## src/include/pco_pkg.sv

```systemverilog
//////////////////////////////////////////////////////////////////////////////
// Functional notes
// - Fast parallel-detect link-up set selects the short link timer.
// - Fast or robust crossover mode in option register A forces bit 6 on.
// - Extended full duplex forces full duplex against a forced-100 partner in AN or forced-100 mode.
// - Extended full duplex clear leaves duplex to the standard resolution.
// - Strict link indicator lights only on a 100 Mb/s full-duplex link.
// - Strict link indicator suppresses activity blinking of the indicator.
// - Isolate-on-half-duplex tristates MAC outputs on a 100 Mb/s HD link.
// - Idle symbol errors are reported only while bit 2 is set (reset 1).
// - Odd-nibble TX_EN drop is stretched one nibble with TX_ER asserted.
// - Odd-nibble disable set flags no error for an odd-nibble drop.
// - RMII receive data follows RX_CLK when bit 0 is set, else crystal.
//////////////////////////////////////////////////////////////////////////////
package pco_pkg;
    // Register indices; byte address is four times the index
    localparam logic [7:0]  IDX_OPT_A   = 8'h09;
    localparam logic [7:0]  IDX_OPT_B   = 8'h0a;
    localparam logic [7:0]  IDX_GEN_CTL = 8'h19;
    localparam logic [7:0]  IDX_STATUS  = 8'h20;
    // Option register B fields
    localparam int FAST_PD_BIT   = 6;
    localparam int EXT_FD_BIT    = 5;
    localparam int STRICT_BIT    = 4;
    localparam int ISO_HD_BIT    = 3;
    localparam int IDLE_ERR_BIT  = 2;
    localparam int ODD_DIS_BIT   = 1;
    localparam int RMII_CLK_BIT  = 0;
    localparam logic [15:0] OPT_B_RST   = 16'h0104;
    // Option register A crossover fields, general control blink field
    localparam int FAST_MDIX_BIT  = 6;
    localparam int ROBUST_MDIX_BIT = 5;
    localparam logic [15:0] OPT_A_RST   = 16'h0000;
    localparam int BLINK_BIT      = 5;
    localparam logic [15:0] GEN_CTL_RST = 16'h0000;
    // Timing
    localparam int CLK_MHZ        = 250;
    localparam int PD_NORMAL_US   = 1000;
    localparam int PD_FAST_US     = 100;
    localparam int BLINK_HALF_US  = 50000;
    localparam int PD_NORMAL_CYC  = PD_NORMAL_US * CLK_MHZ;
    localparam int PD_FAST_CYC    = PD_FAST_US * CLK_MHZ;
    localparam int BLINK_HALF_CYC = BLINK_HALF_US * CLK_MHZ;
    // Bus access states
    typedef enum logic [1:0] {
        BUS_IDLE  = 2'b00,
        BUS_WRITE = 2'b01,
        BUS_READ  = 2'b10
    } pco_bus_e;
endpackage

```

## src/include/pco_opt_if.sv

```systemverilog
interface pco_opt_if;
    logic odd_det_dis;
    logic tx_stb;
    modport ctl (output odd_det_dis, output tx_stb);
    modport nib (input odd_det_dis, input tx_stb);
endinterface

```

## src/logic/pco_tx_nibble.sv

```systemverilog
module pco_tx_nibble
    import pco_pkg::*;
(
    // Clocking
    input  wire logic core_clk,
    input  wire logic rst,
    input  wire logic ce,
    // Options
    pco_opt_if.nib    opt,
    // Transmit path
    input  wire logic tx_en_in,
    input  wire logic tx_er_in,
    output logic      tx_en_q,
    output logic      tx_er_q
);
    logic odd_q;
    logic ext_q;

    // Parity of nibbles seen so far in the frame
    always_ff @(posedge core_clk or posedge rst) begin
        if (rst) begin
            odd_q <= 1'b0;
        end else if (ce && opt.tx_stb) begin
            odd_q <= tx_en_in ? ~odd_q : 1'b0;
        end
    end

    // One stretched nibble with error forced
    always_ff @(posedge core_clk or posedge rst) begin
        if (rst) begin
            ext_q   <= 1'b0;
            tx_en_q <= 1'b0;
            tx_er_q <= 1'b0;
        end else if (ce && opt.tx_stb) begin
            ext_q <= 1'b0;
            if (!tx_en_in && tx_en_q && odd_q && !opt.odd_det_dis
                && !ext_q) begin
                ext_q   <= 1'b1;
                tx_en_q <= 1'b1;
                tx_er_q <= 1'b1;
            end else begin
                tx_en_q <= tx_en_in;
                tx_er_q <= tx_er_in & tx_en_in;
            end
        end
    end
endmodule // pco_tx_nibble

```

## src/logic/pco_top.sv

```systemverilog
module pco_top
    import pco_pkg::*;
#(
    parameter int PD_NORMAL_CYCLES = PD_NORMAL_CYC,
    parameter int PD_FAST_CYCLES   = PD_FAST_CYC,
    parameter int BLINK_CYCLES     = BLINK_HALF_CYC
)(
    // Clocking
    input  wire logic        core_clk,
    input  wire logic        rst,
    input  wire logic        ce,
    // AHB-Lite slave
    input  wire logic        hsel,
    input  wire logic [31:0] haddr,
    input  wire logic [1:0]  htrans,
    input  wire logic        hwrite,
    input  wire logic [2:0]  hsize,
    input  wire logic [31:0] hwdata,
    input  wire logic        hready,
    output logic             hreadyout,
    output logic             hresp,
    output logic [31:0]      hrdata,
    // Link resolution
    input  wire logic        pd_signal_ok,
    input  wire logic        an_mode,
    input  wire logic        forced_100,
    input  wire logic        partner_forced_100,
    input  wire logic        ieee_full_duplex,
    input  wire logic        link_up,
    input  wire logic        link_100,
    input  wire logic        activity,
    output logic             pd_link_ok,
    output logic             full_duplex,
    output logic             link_led,
    // Receive path
    input  wire logic        rx_sym_err,
    input  wire logic        rx_idle,
    input  wire logic        rx_dv_in,
    input  wire logic        rx_er_in,
    input  wire logic [3:0]  rxd_in,
    input  wire logic        crs_in,
    input  wire logic        col_in,
    input  wire logic        rmii_mode,
    input  wire logic [1:0]  rmii_rxd_xi,
    input  wire logic [1:0]  rmii_rxd_rxclk,
    output logic             mac_rx_dv,
    output logic             mac_rx_er,
    output logic [3:0]       mac_rxd,
    output logic             mac_crs,
    output logic             mac_col,
    output logic             mac_out_oe,
    // Transmit path
    input  wire logic        tx_stb,
    input  wire logic        tx_en_in,
    input  wire logic        tx_er_in,
    output logic             tx_en_out,
    output logic             tx_er_out
);
    //////////////////////////////////////////////////////////////////////////
    localparam logic [31:0] PD_NORM_W  = 32'(PD_NORMAL_CYCLES - 1);
    localparam logic [31:0] PD_FAST_W  = 32'(PD_FAST_CYCLES - 1);
    localparam logic [31:0] BLINK_W    = 32'(BLINK_CYCLES - 1);

    pco_bus_e    bus_q;
    logic [7:0]  idx_q;
    logic        word_q;
    logic        rd_wait_q;
    logic [31:0] hrdata_q;
    logic [15:0] opt_a_q;
    logic [15:0] opt_b_q;
    logic [15:0] gen_q;
    logic        auto_fast;
    logic        take;
    logic [31:0] pd_cnt_q;
    logic        pd_link_q;
    logic [31:0] blink_cnt_q;
    logic        blink_q;
    logic        fd_q;
    logic        led_q;
    logic        iso;
    logic        mac_rx_dv_q;
    logic        mac_rx_er_q;
    logic [3:0]  mac_rxd_q;
    logic        mac_crs_q;
    logic        mac_col_q;
    logic        oe_q;
    logic [1:0]  rmii_q;

    pco_opt_if opt_bus ();

    // Register index of a byte address, all-ones when misaligned
    function automatic logic [7:0] reg_index(input logic [31:0] a);
        if (a[1:0] != 2'b00 || a[31:10] != 22'h0) begin
            return 8'hff;
        end else begin
            return a[9:2];
        end
    endfunction

    //////////////////////////////////////////////////////////////////////////
    // Bus slave: writes zero-wait, reads take one wait state so a read
    // straight after a write returns the freshly written value
    assign take      = hsel && htrans[1] && hready;
    assign hreadyout = ~rd_wait_q;
    assign hresp     = 1'b0;
    assign hrdata    = hrdata_q;

    always_ff @(posedge core_clk or posedge rst) begin
        if (rst) begin
            bus_q  <= BUS_IDLE;
            idx_q  <= 8'h00;
            word_q <= 1'b0;
        end else if (ce) begin
            if (take) begin
                bus_q  <= hwrite ? BUS_WRITE : BUS_READ;
                idx_q  <= reg_index(haddr);
                word_q <= (hsize == 3'b010);
            end else if (hreadyout) begin
                bus_q <= BUS_IDLE;
            end
        end
    end

    always_ff @(posedge core_clk or posedge rst) begin
        if (rst) begin
            rd_wait_q <= 1'b0;
        end else if (ce) begin
            rd_wait_q <= take && !hwrite;
        end
    end

    // Read mux; unmapped indices read as zero
    always_ff @(posedge core_clk or posedge rst) begin
        if (rst) begin
            hrdata_q <= 32'h0;
        end else if (ce && rd_wait_q) begin
            if (idx_q == IDX_OPT_A) begin
                hrdata_q <= {16'h0, opt_a_q};
            end else if (idx_q == IDX_OPT_B) begin
                hrdata_q <= {16'h0, opt_b_q};
            end else if (idx_q == IDX_GEN_CTL) begin
                hrdata_q <= {16'h0, gen_q};
            end else if (idx_q == IDX_STATUS) begin
                hrdata_q <= {25'h0, oe_q, rmii_q[0], blink_q, led_q,
                             fd_q, pd_link_q, link_up};
            end else begin
                hrdata_q <= 32'h0;
            end
        end
    end

    //////////////////////////////////////////////////////////////////////////
    // Option registers; only whole-word writes are accepted
    assign auto_fast = opt_a_q[FAST_MDIX_BIT] | opt_a_q[ROBUST_MDIX_BIT];

    always_ff @(posedge core_clk or posedge rst) begin
        if (rst) begin
            opt_a_q <= OPT_A_RST;
            gen_q   <= GEN_CTL_RST;
        end else if (ce && bus_q == BUS_WRITE && word_q) begin
            if (idx_q == IDX_OPT_A) begin
                opt_a_q <= hwdata[15:0];
            end else if (idx_q == IDX_GEN_CTL) begin
                gen_q <= hwdata[15:0];
            end
        end
    end

    // Crossover modes set the fast link-up bit; the set wins over a write
    always_ff @(posedge core_clk or posedge rst) begin
        if (rst) begin
            opt_b_q <= OPT_B_RST;
        end else if (ce) begin
            if (bus_q == BUS_WRITE && word_q && idx_q == IDX_OPT_B) begin
                opt_b_q <= hwdata[15:0];
            end
            if (auto_fast) begin
                opt_b_q[FAST_PD_BIT] <= 1'b1;
            end
        end
    end

    //////////////////////////////////////////////////////////////////////////
    // Parallel detect link timer; limit follows the live option bit
    always_ff @(posedge core_clk or posedge rst) begin
        if (rst) begin
            pd_cnt_q  <= 32'h0;
            pd_link_q <= 1'b0;
        end else if (ce) begin
            if (!pd_signal_ok) begin
                pd_cnt_q  <= 32'h0;
                pd_link_q <= 1'b0;
            end else if (pd_cnt_q >= (opt_b_q[FAST_PD_BIT] ? PD_FAST_W
                                                          : PD_NORM_W)) begin
                pd_link_q <= 1'b1;
            end else begin
                pd_cnt_q <= pd_cnt_q + 32'h1;
            end
        end
    end
    assign pd_link_ok = pd_link_q;

    //////////////////////////////////////////////////////////////////////////
    // Duplex resolution
    always_ff @(posedge core_clk or posedge rst) begin
        if (rst) begin
            fd_q <= 1'b0;
        end else if (ce) begin
            if (opt_b_q[EXT_FD_BIT] && (an_mode || forced_100)
                && partner_forced_100) begin
                fd_q <= 1'b1;
            end else begin
                fd_q <= ieee_full_duplex;
            end
        end
    end
    assign full_duplex = fd_q;

    //////////////////////////////////////////////////////////////////////////
    // Link indicator with optional activity blink
    always_ff @(posedge core_clk or posedge rst) begin
        if (rst) begin
            blink_cnt_q <= 32'h0;
            blink_q     <= 1'b0;
        end else if (ce) begin
            if (!activity) begin
                blink_cnt_q <= 32'h0;
                blink_q     <= 1'b0;
            end else if (blink_cnt_q >= BLINK_W) begin
                blink_cnt_q <= 32'h0;
                blink_q     <= ~blink_q;
            end else begin
                blink_cnt_q <= blink_cnt_q + 32'h1;
            end
        end
    end

    always_ff @(posedge core_clk or posedge rst) begin
        if (rst) begin
            led_q <= 1'b0;
        end else if (ce) begin
            if (opt_b_q[STRICT_BIT]) begin
                // Blink setting ignored here
                led_q <= link_up && link_100 && fd_q;
            end else begin
                led_q <= link_up && !(gen_q[BLINK_BIT] && blink_q);
            end
        end
    end
    assign link_led = led_q;

    //////////////////////////////////////////////////////////////////////////
    // MAC-side receive outputs, isolated on a half-duplex 100 Mb/s link
    assign iso = opt_b_q[ISO_HD_BIT] && link_up && link_100 && !fd_q;

    // Data sampled from the chosen RMII reference; both arrive in-domain
    always_ff @(posedge core_clk or posedge rst) begin
        if (rst) begin
            rmii_q <= 2'b00;
        end else if (ce) begin
            rmii_q <= opt_b_q[RMII_CLK_BIT] ? rmii_rxd_rxclk
                                            : rmii_rxd_xi;
        end
    end

    always_ff @(posedge core_clk or posedge rst) begin
        if (rst) begin
            oe_q        <= 1'b0;
            mac_rx_dv_q <= 1'b0;
            mac_rx_er_q <= 1'b0;
            mac_rxd_q   <= 4'h0;
            mac_crs_q   <= 1'b0;
            mac_col_q   <= 1'b0;
        end else if (ce) begin
            oe_q <= ~iso;
            if (iso) begin
                mac_rx_dv_q <= 1'b0;
                mac_rx_er_q <= 1'b0;
                mac_rxd_q   <= 4'h0;
                mac_crs_q   <= 1'b0;
                mac_col_q   <= 1'b0;
            end else begin
                mac_rx_dv_q <= rx_dv_in;
                // Idle symbol errors pass only when enabled
                mac_rx_er_q <= rx_er_in || (rx_idle && rx_sym_err
                               && opt_b_q[IDLE_ERR_BIT]);
                mac_rxd_q   <= rmii_mode ? {2'b00, rmii_q} : rxd_in;
                mac_crs_q   <= crs_in;
                mac_col_q   <= col_in;
            end
        end
    end
    assign mac_rx_dv  = mac_rx_dv_q;
    assign mac_rx_er  = mac_rx_er_q;
    assign mac_rxd    = mac_rxd_q;
    assign mac_crs    = mac_crs_q;
    assign mac_col    = mac_col_q;
    assign mac_out_oe = oe_q;

    //////////////////////////////////////////////////////////////////////////
    // Transmit odd-nibble handling
    assign opt_bus.odd_det_dis = opt_b_q[ODD_DIS_BIT];
    assign opt_bus.tx_stb      = tx_stb;

    pco_tx_nibble u_tx_nibble (
        .core_clk (core_clk),
        .rst      (rst),
        .ce       (ce),
        .opt      (opt_bus.nib),
        .tx_en_in (tx_en_in),
        .tx_er_in (tx_er_in),
        .tx_en_q  (tx_en_out),
        .tx_er_q  (tx_er_out)
    );
endmodule // pco_top

```

## config.mk

```make
export PLATFORM = sky130hd
export DESIGN_NAME = pco_top
export DESIGN_NICKNAME = d
export VERILOG_FILES = /design/src/include/pco_pkg.sv /design/src/include/pco_opt_if.sv /design/src/logic/pco_tx_nibble.sv /design/src/logic/pco_top.sv
export SDC_FILE = /design/constraint.sdc
export NUM_CORES = 1
export LEC_CHECK = 0
export BUFFER_PORTS_ARGS = -buffer_cell sky130_fd_sc_hd__buf_4
export CAP_MARGIN = 30
export CORE_UTILIZATION = 33
export DETAILED_ROUTE_END_ITERATION = 16
export GPL_ROUTABILITY_DRIVEN = 0
export HOLD_SLACK_MARGIN = 0.06
export MAX_ROUTING_LAYER = met4
export PLACE_DENSITY = 0.61
export SYNTH_ARGS = -nofsm -noshare
export SYNTH_HDL_FRONTEND = slang
export SYNTH_HIERARCHICAL = 1
export SYNTH_SLANG_ARGS = --single-unit
```

## constraint.sdc

```tcl
create_clock -name core_clk -period 5.3 [get_ports core_clk]
set_clock_uncertainty 0.1 [all_clocks]
set_input_delay 0.265 -clock core_clk [delete_from_list [all_inputs] [get_ports core_clk]]
set_output_delay 0.265 -clock core_clk [all_outputs]
set_load 0.01 [all_outputs]
```

==> key figures <==
Run status
  • Status: completed

Floorplan
  • Floorplan die area: 24400 µm²
  • FP Rows: 56
  • Boundary pin count: 149
  • Die width: 156 µm
  • Core area: 23400 µm²
  • Starting density of the core: 33.6%
  • Die Height: 156 µm

Timing
  • Max Clock Freq: 317 MHz
  • Remaining max-slew budget at the tightest pin: 33.2%
  • RSZ-0062 raised after global routing: false
  • Final hold violation count: 0
  • Final number of max-transition violations: 0
  • Post-Route Setup TNS: 0 ns
  • Period utilisation layout: 59.6%
  • Min Tclk post-route: 3.16 ns
  • Worst Setup Slack, final: 2.14 ns
  • Actual slew at the worst max-slew pin: 0.993 ns
  • Setup Viol. Count Final: 0

Logic synthesis
  • Dominant cell type by area after synthesis: sky130_fd_sc_hd__dfrtp_1
  • EDFF count, synth: 0
  • Area fraction of the dominant cell type after synthesis: 50.0%
  • Flip-flop and latch count after synthesis: 159
  • Most repeated cell in the gate-level netlist after synthesis: sky130_fd_sc_hd__dfrtp_1
  • Share of the yosys chip area belonging to registers: 50.7%
  • Yosys synthesis warning count: 6
  • Asr flop ratio synth: 100%
  • Most frequently used flop master after synthesis: sky130_fd_sc_hd__dfrtp_1
  • Area contributors post-synth: sky130_fd_sc_hd__dfrtp_1 50%, sky130_fd_sc_hd__mux2_2 6.9%, sky130_fd_sc_hd__nand2_1 3.3%, sky130_fd_sc_hd__nor2_1 3.2%, sky130_fd_sc_hd__a31oi_1 2.2%
  • Top cells by count, synth: 157 x sky130_fd_sc_hd__dfrtp_1, 70 x sky130_fd_sc_hd__nand2_1, 67 x sky130_fd_sc_hd__nor2_1
  • Number of distinct library cell variants in the gate-level netlist after synthesis: 68
  • Synthesized area per cell: 10.3 µm²
  • Synth Cell Area: 7860 µm²
  • Synthesized netlist cell count: 762

Power and ir drop
  • Internal Pwr Total: 2.13 mW
  • Reported net switching power: 0.771 mW
  • Static Leak: 4.34 nW
  • Register share of total power: 47.0%
  • Part of the power in the clock network: 39.3%
  • Net switching fraction of the power: 26.5%
  • Logic gate share of total power: 13.7%
  • Power per unit of standard cell area: 292 nW/µm²
  • Worst vdd rail ir drop: 0.000211 V

GRT
  • GRT Residual Overflow: 0
  • Pin count of the biggest net entering global routing: 70
  • GRT Resource Usage Total: 16.7%
  • Global-route wire length before repair: 31.2 mm
  • Number of antenna violations at the first check in global routing: 0
  • Number of global-route vias before repair: 6037

Critical path
  • CP Max Fanout: 17
  • Worst endpoint data arrival time: 3.37 ns
  • Critical path start-end classification: reg -> reg
  • Kind of end point of the critical path: register
  • WP data required: 5.51 ns
  • Setup crit start kind: register

Placed design
  • Pre-CTS setup slack: 2.16 ns
  • Detailed Place HPWL: 13.0 mm
  • Count of port buffers added during placement: 114

Routing
  • Via count normalized by instance count: 5.07
  • Count of vias placed by the detailed router: 6273
  • Residual DRC: 0
  • Per-cell routed wire length: 15.3 µm
  • DRT antenna net count: 0
  • Routed wire length: 19.0 mm
  • Initial DRC Count: 355
  • Drt first pass iters: 4

Clocking
  • TritonCTS sink count: 159
  • Clock-pin slew reported for the worst setup and hold paths after clock tree synthesis: 0.06 ns
  • Post-CTS Setup Repair Bufs: 0
  • Deepest clock path buffer count: 2
  • Post-cts repair resize count: 0
  • Number of CTS-inserted buffers: 17
  • CTS root buf: sky130_fd_sc_hd__clkbuf_16
  • Max H-tree Level: 4
  • TritonCTS clock tree: done
  • Insertion delay to the later sink of the worst-skew pair: 0.43 ns

Layout
  • Filler Cells Inserted: 2277
  • Number of diodes added for antenna fixing: 0
  • Signed area change from the synthesized netlist to the final layout: 26.7%
  • Multi-input combinational cell area: 3550 µm²
  • Fraction of final layout cells with drive strength greater than 1: 23.9%
  • Register area: 3980 µm²
  • Number of nets at the end of the flow: 1018

Flow run
  • Max-capacitance violation count: 0

Min path
  • Hold Path Class: in -> reg
-- flip-flops by register name (all words and copies together) (netlist names), 2 cells and up --
signal / cells
opt_a_q: 16
idx_q: 8
hrdata: 16
bus_q: 2
blink_cnt_q: 32
pd_cnt_q: 32
gen_q: 16
mac_rxd: 4
rmii_q: 2
opt_b_q: 16
-- logic make-up (layout without fill, tap and decap cells) --
family | after synthesis | count (layout) | synth area share, %
simple gates | 290 | 290 | 19.3
flops | 159 | 159 | 50.7
compound gates | 147 | 147 | 13.3
buf+inv | 79 | 220 | 5.06
mux | 52 | 52 | 7.39
xor+xnor | 24 | 24 | 2.67
fa+ha+maj | 10 | 10 | 1.59
other cells | 1 | 17 | 0.0477
-- path summary, 6_finish.rpt --
path / start / end / slack [ns] / cells past startpoint
setup / recovery: opt_b_q[6] / pd_cnt_q[13] / 2.14 / 8
hold / removal: partner_forced_100 / full_duplex / 0.08 / 3
setup reg to reg: opt_b_q[6] / pd_cnt_q[13] / 2.14 / 8
hold reg to reg: u_tx_nibble/odd_q / u_tx_nibble/odd_q / 0.37 / 1
max in group asynchronous: rst / opt_b_q[14] / 3.54 / 5
min in group asynchronous: rst / u_tx_nibble/tx_en_q / 0.22 / 3
-- area by class of cell --
cell class                 count  area share (%)
clock buffer                  18            4.31
timing repair buffer         167            14.0
inverter                      22           0.880
clock inverter                13            1.19
tap                          319            4.01
multi-input combinational    540            35.6
sequential                   159            40.0
-- critical path, cell delays in order, from the launching register on --
cell and delay (ns):
sky130_fd_sc_hd__dfrtp_1 0.51, sky130_fd_sc_hd__inv_1 0.18, sky130_fd_sc_hd__ha_1 0.32, sky130_fd_sc_hd__o311ai_0 0.38, sky130_fd_sc_hd__a2111oi_2 0.08, sky130_fd_sc_hd__o2111ai_1 0.67, sky130_fd_sc_hd__buf_4 0.36, sky130_fd_sc_hd__a31oi_1 0.11
sky130_fd_sc_hd__a211o_1 0.32
-- through the flow --
stage / instance area [µm²] / util [%] / hold slack [ns] / std cells / total power, mW
finish: 9960 / 42.5 / 0.0806 / 1238 / 2.90
global route: 9960 / 42.5 / 0.0837 / 1238 / 3.05
CTS: 9940 / 42.5 / 0.0629 / 1237 / 2.94
detailed placement: 8940 / 38.2 / 0.106 / 1160 / 1.76
global placement: 8910 / 38.1 / 0.103 / 1159 / 1.75
floorplan: 7920 / - / -0.0689 / 778 / 1.58
-- layout by cell type (no fill, tap or decap), drive strengths merged, types with 4 or more instances in the layout --
cell type,synthesis,final
dfrtp,157,157
buf,33,121
nand2,72,72
nor2,67,67
mux2,48,48
dlygate4sd3,0,46
a31oi,28,28
nand3,28,28
inv,22,23
nor4,22,22
nand4,21,21
nor3,21,21
a21oi,20,20
o21ai,20,20
xnor2,18,18
clkbuf,24,18
conb,1,17
o2bb2ai,14,14
and2,12,12
ha,10,10
and4,10,10
a22oi,9,9
o22a,8,8
a21boi,8,8
clkinvlp,0,7
nor4b,7,7
xor2,6,6
or3,6,6
and3,5,5
o311ai,5,5
mux2i,4,4
nor2b,4,4
a31o,4,4
clkinv,0,4
-- power groups by stage --
stage	clock network (mW)	logic, mW	registers [mW]
2_1_floorplan	0	0.190	1.39
3_3_place_gp	0	0.365	1.38
6_report	1.14	0.398	1.36
4_1_cts	1.17	0.403	1.36
3_5_place_dp	0	0.374	1.39
5_1_grt	1.22	0.445	1.38
-- layer usage --
layer | global-route usage, % | wire length, µm | part of all wire, % | vias to the layer above
li1 | - | - | - | 3059
met5 | - | 0 | 0 | -
met2 | 25.7 | 8950 | 47 | 122
met3 | 3.21 | 655 | 3.4 | 20
met4 | 4.95 | 233 | 1.2 | 0
met1 | 22.2 | 9150 | 48 | 3072
-- repair_timing --
action	in CTS	in global routing
endpoints found under the hold margin	120	0
hold buffers	46	0
endpoints found under the setup margin	0	0
Power figures use the tool's default switching activity.
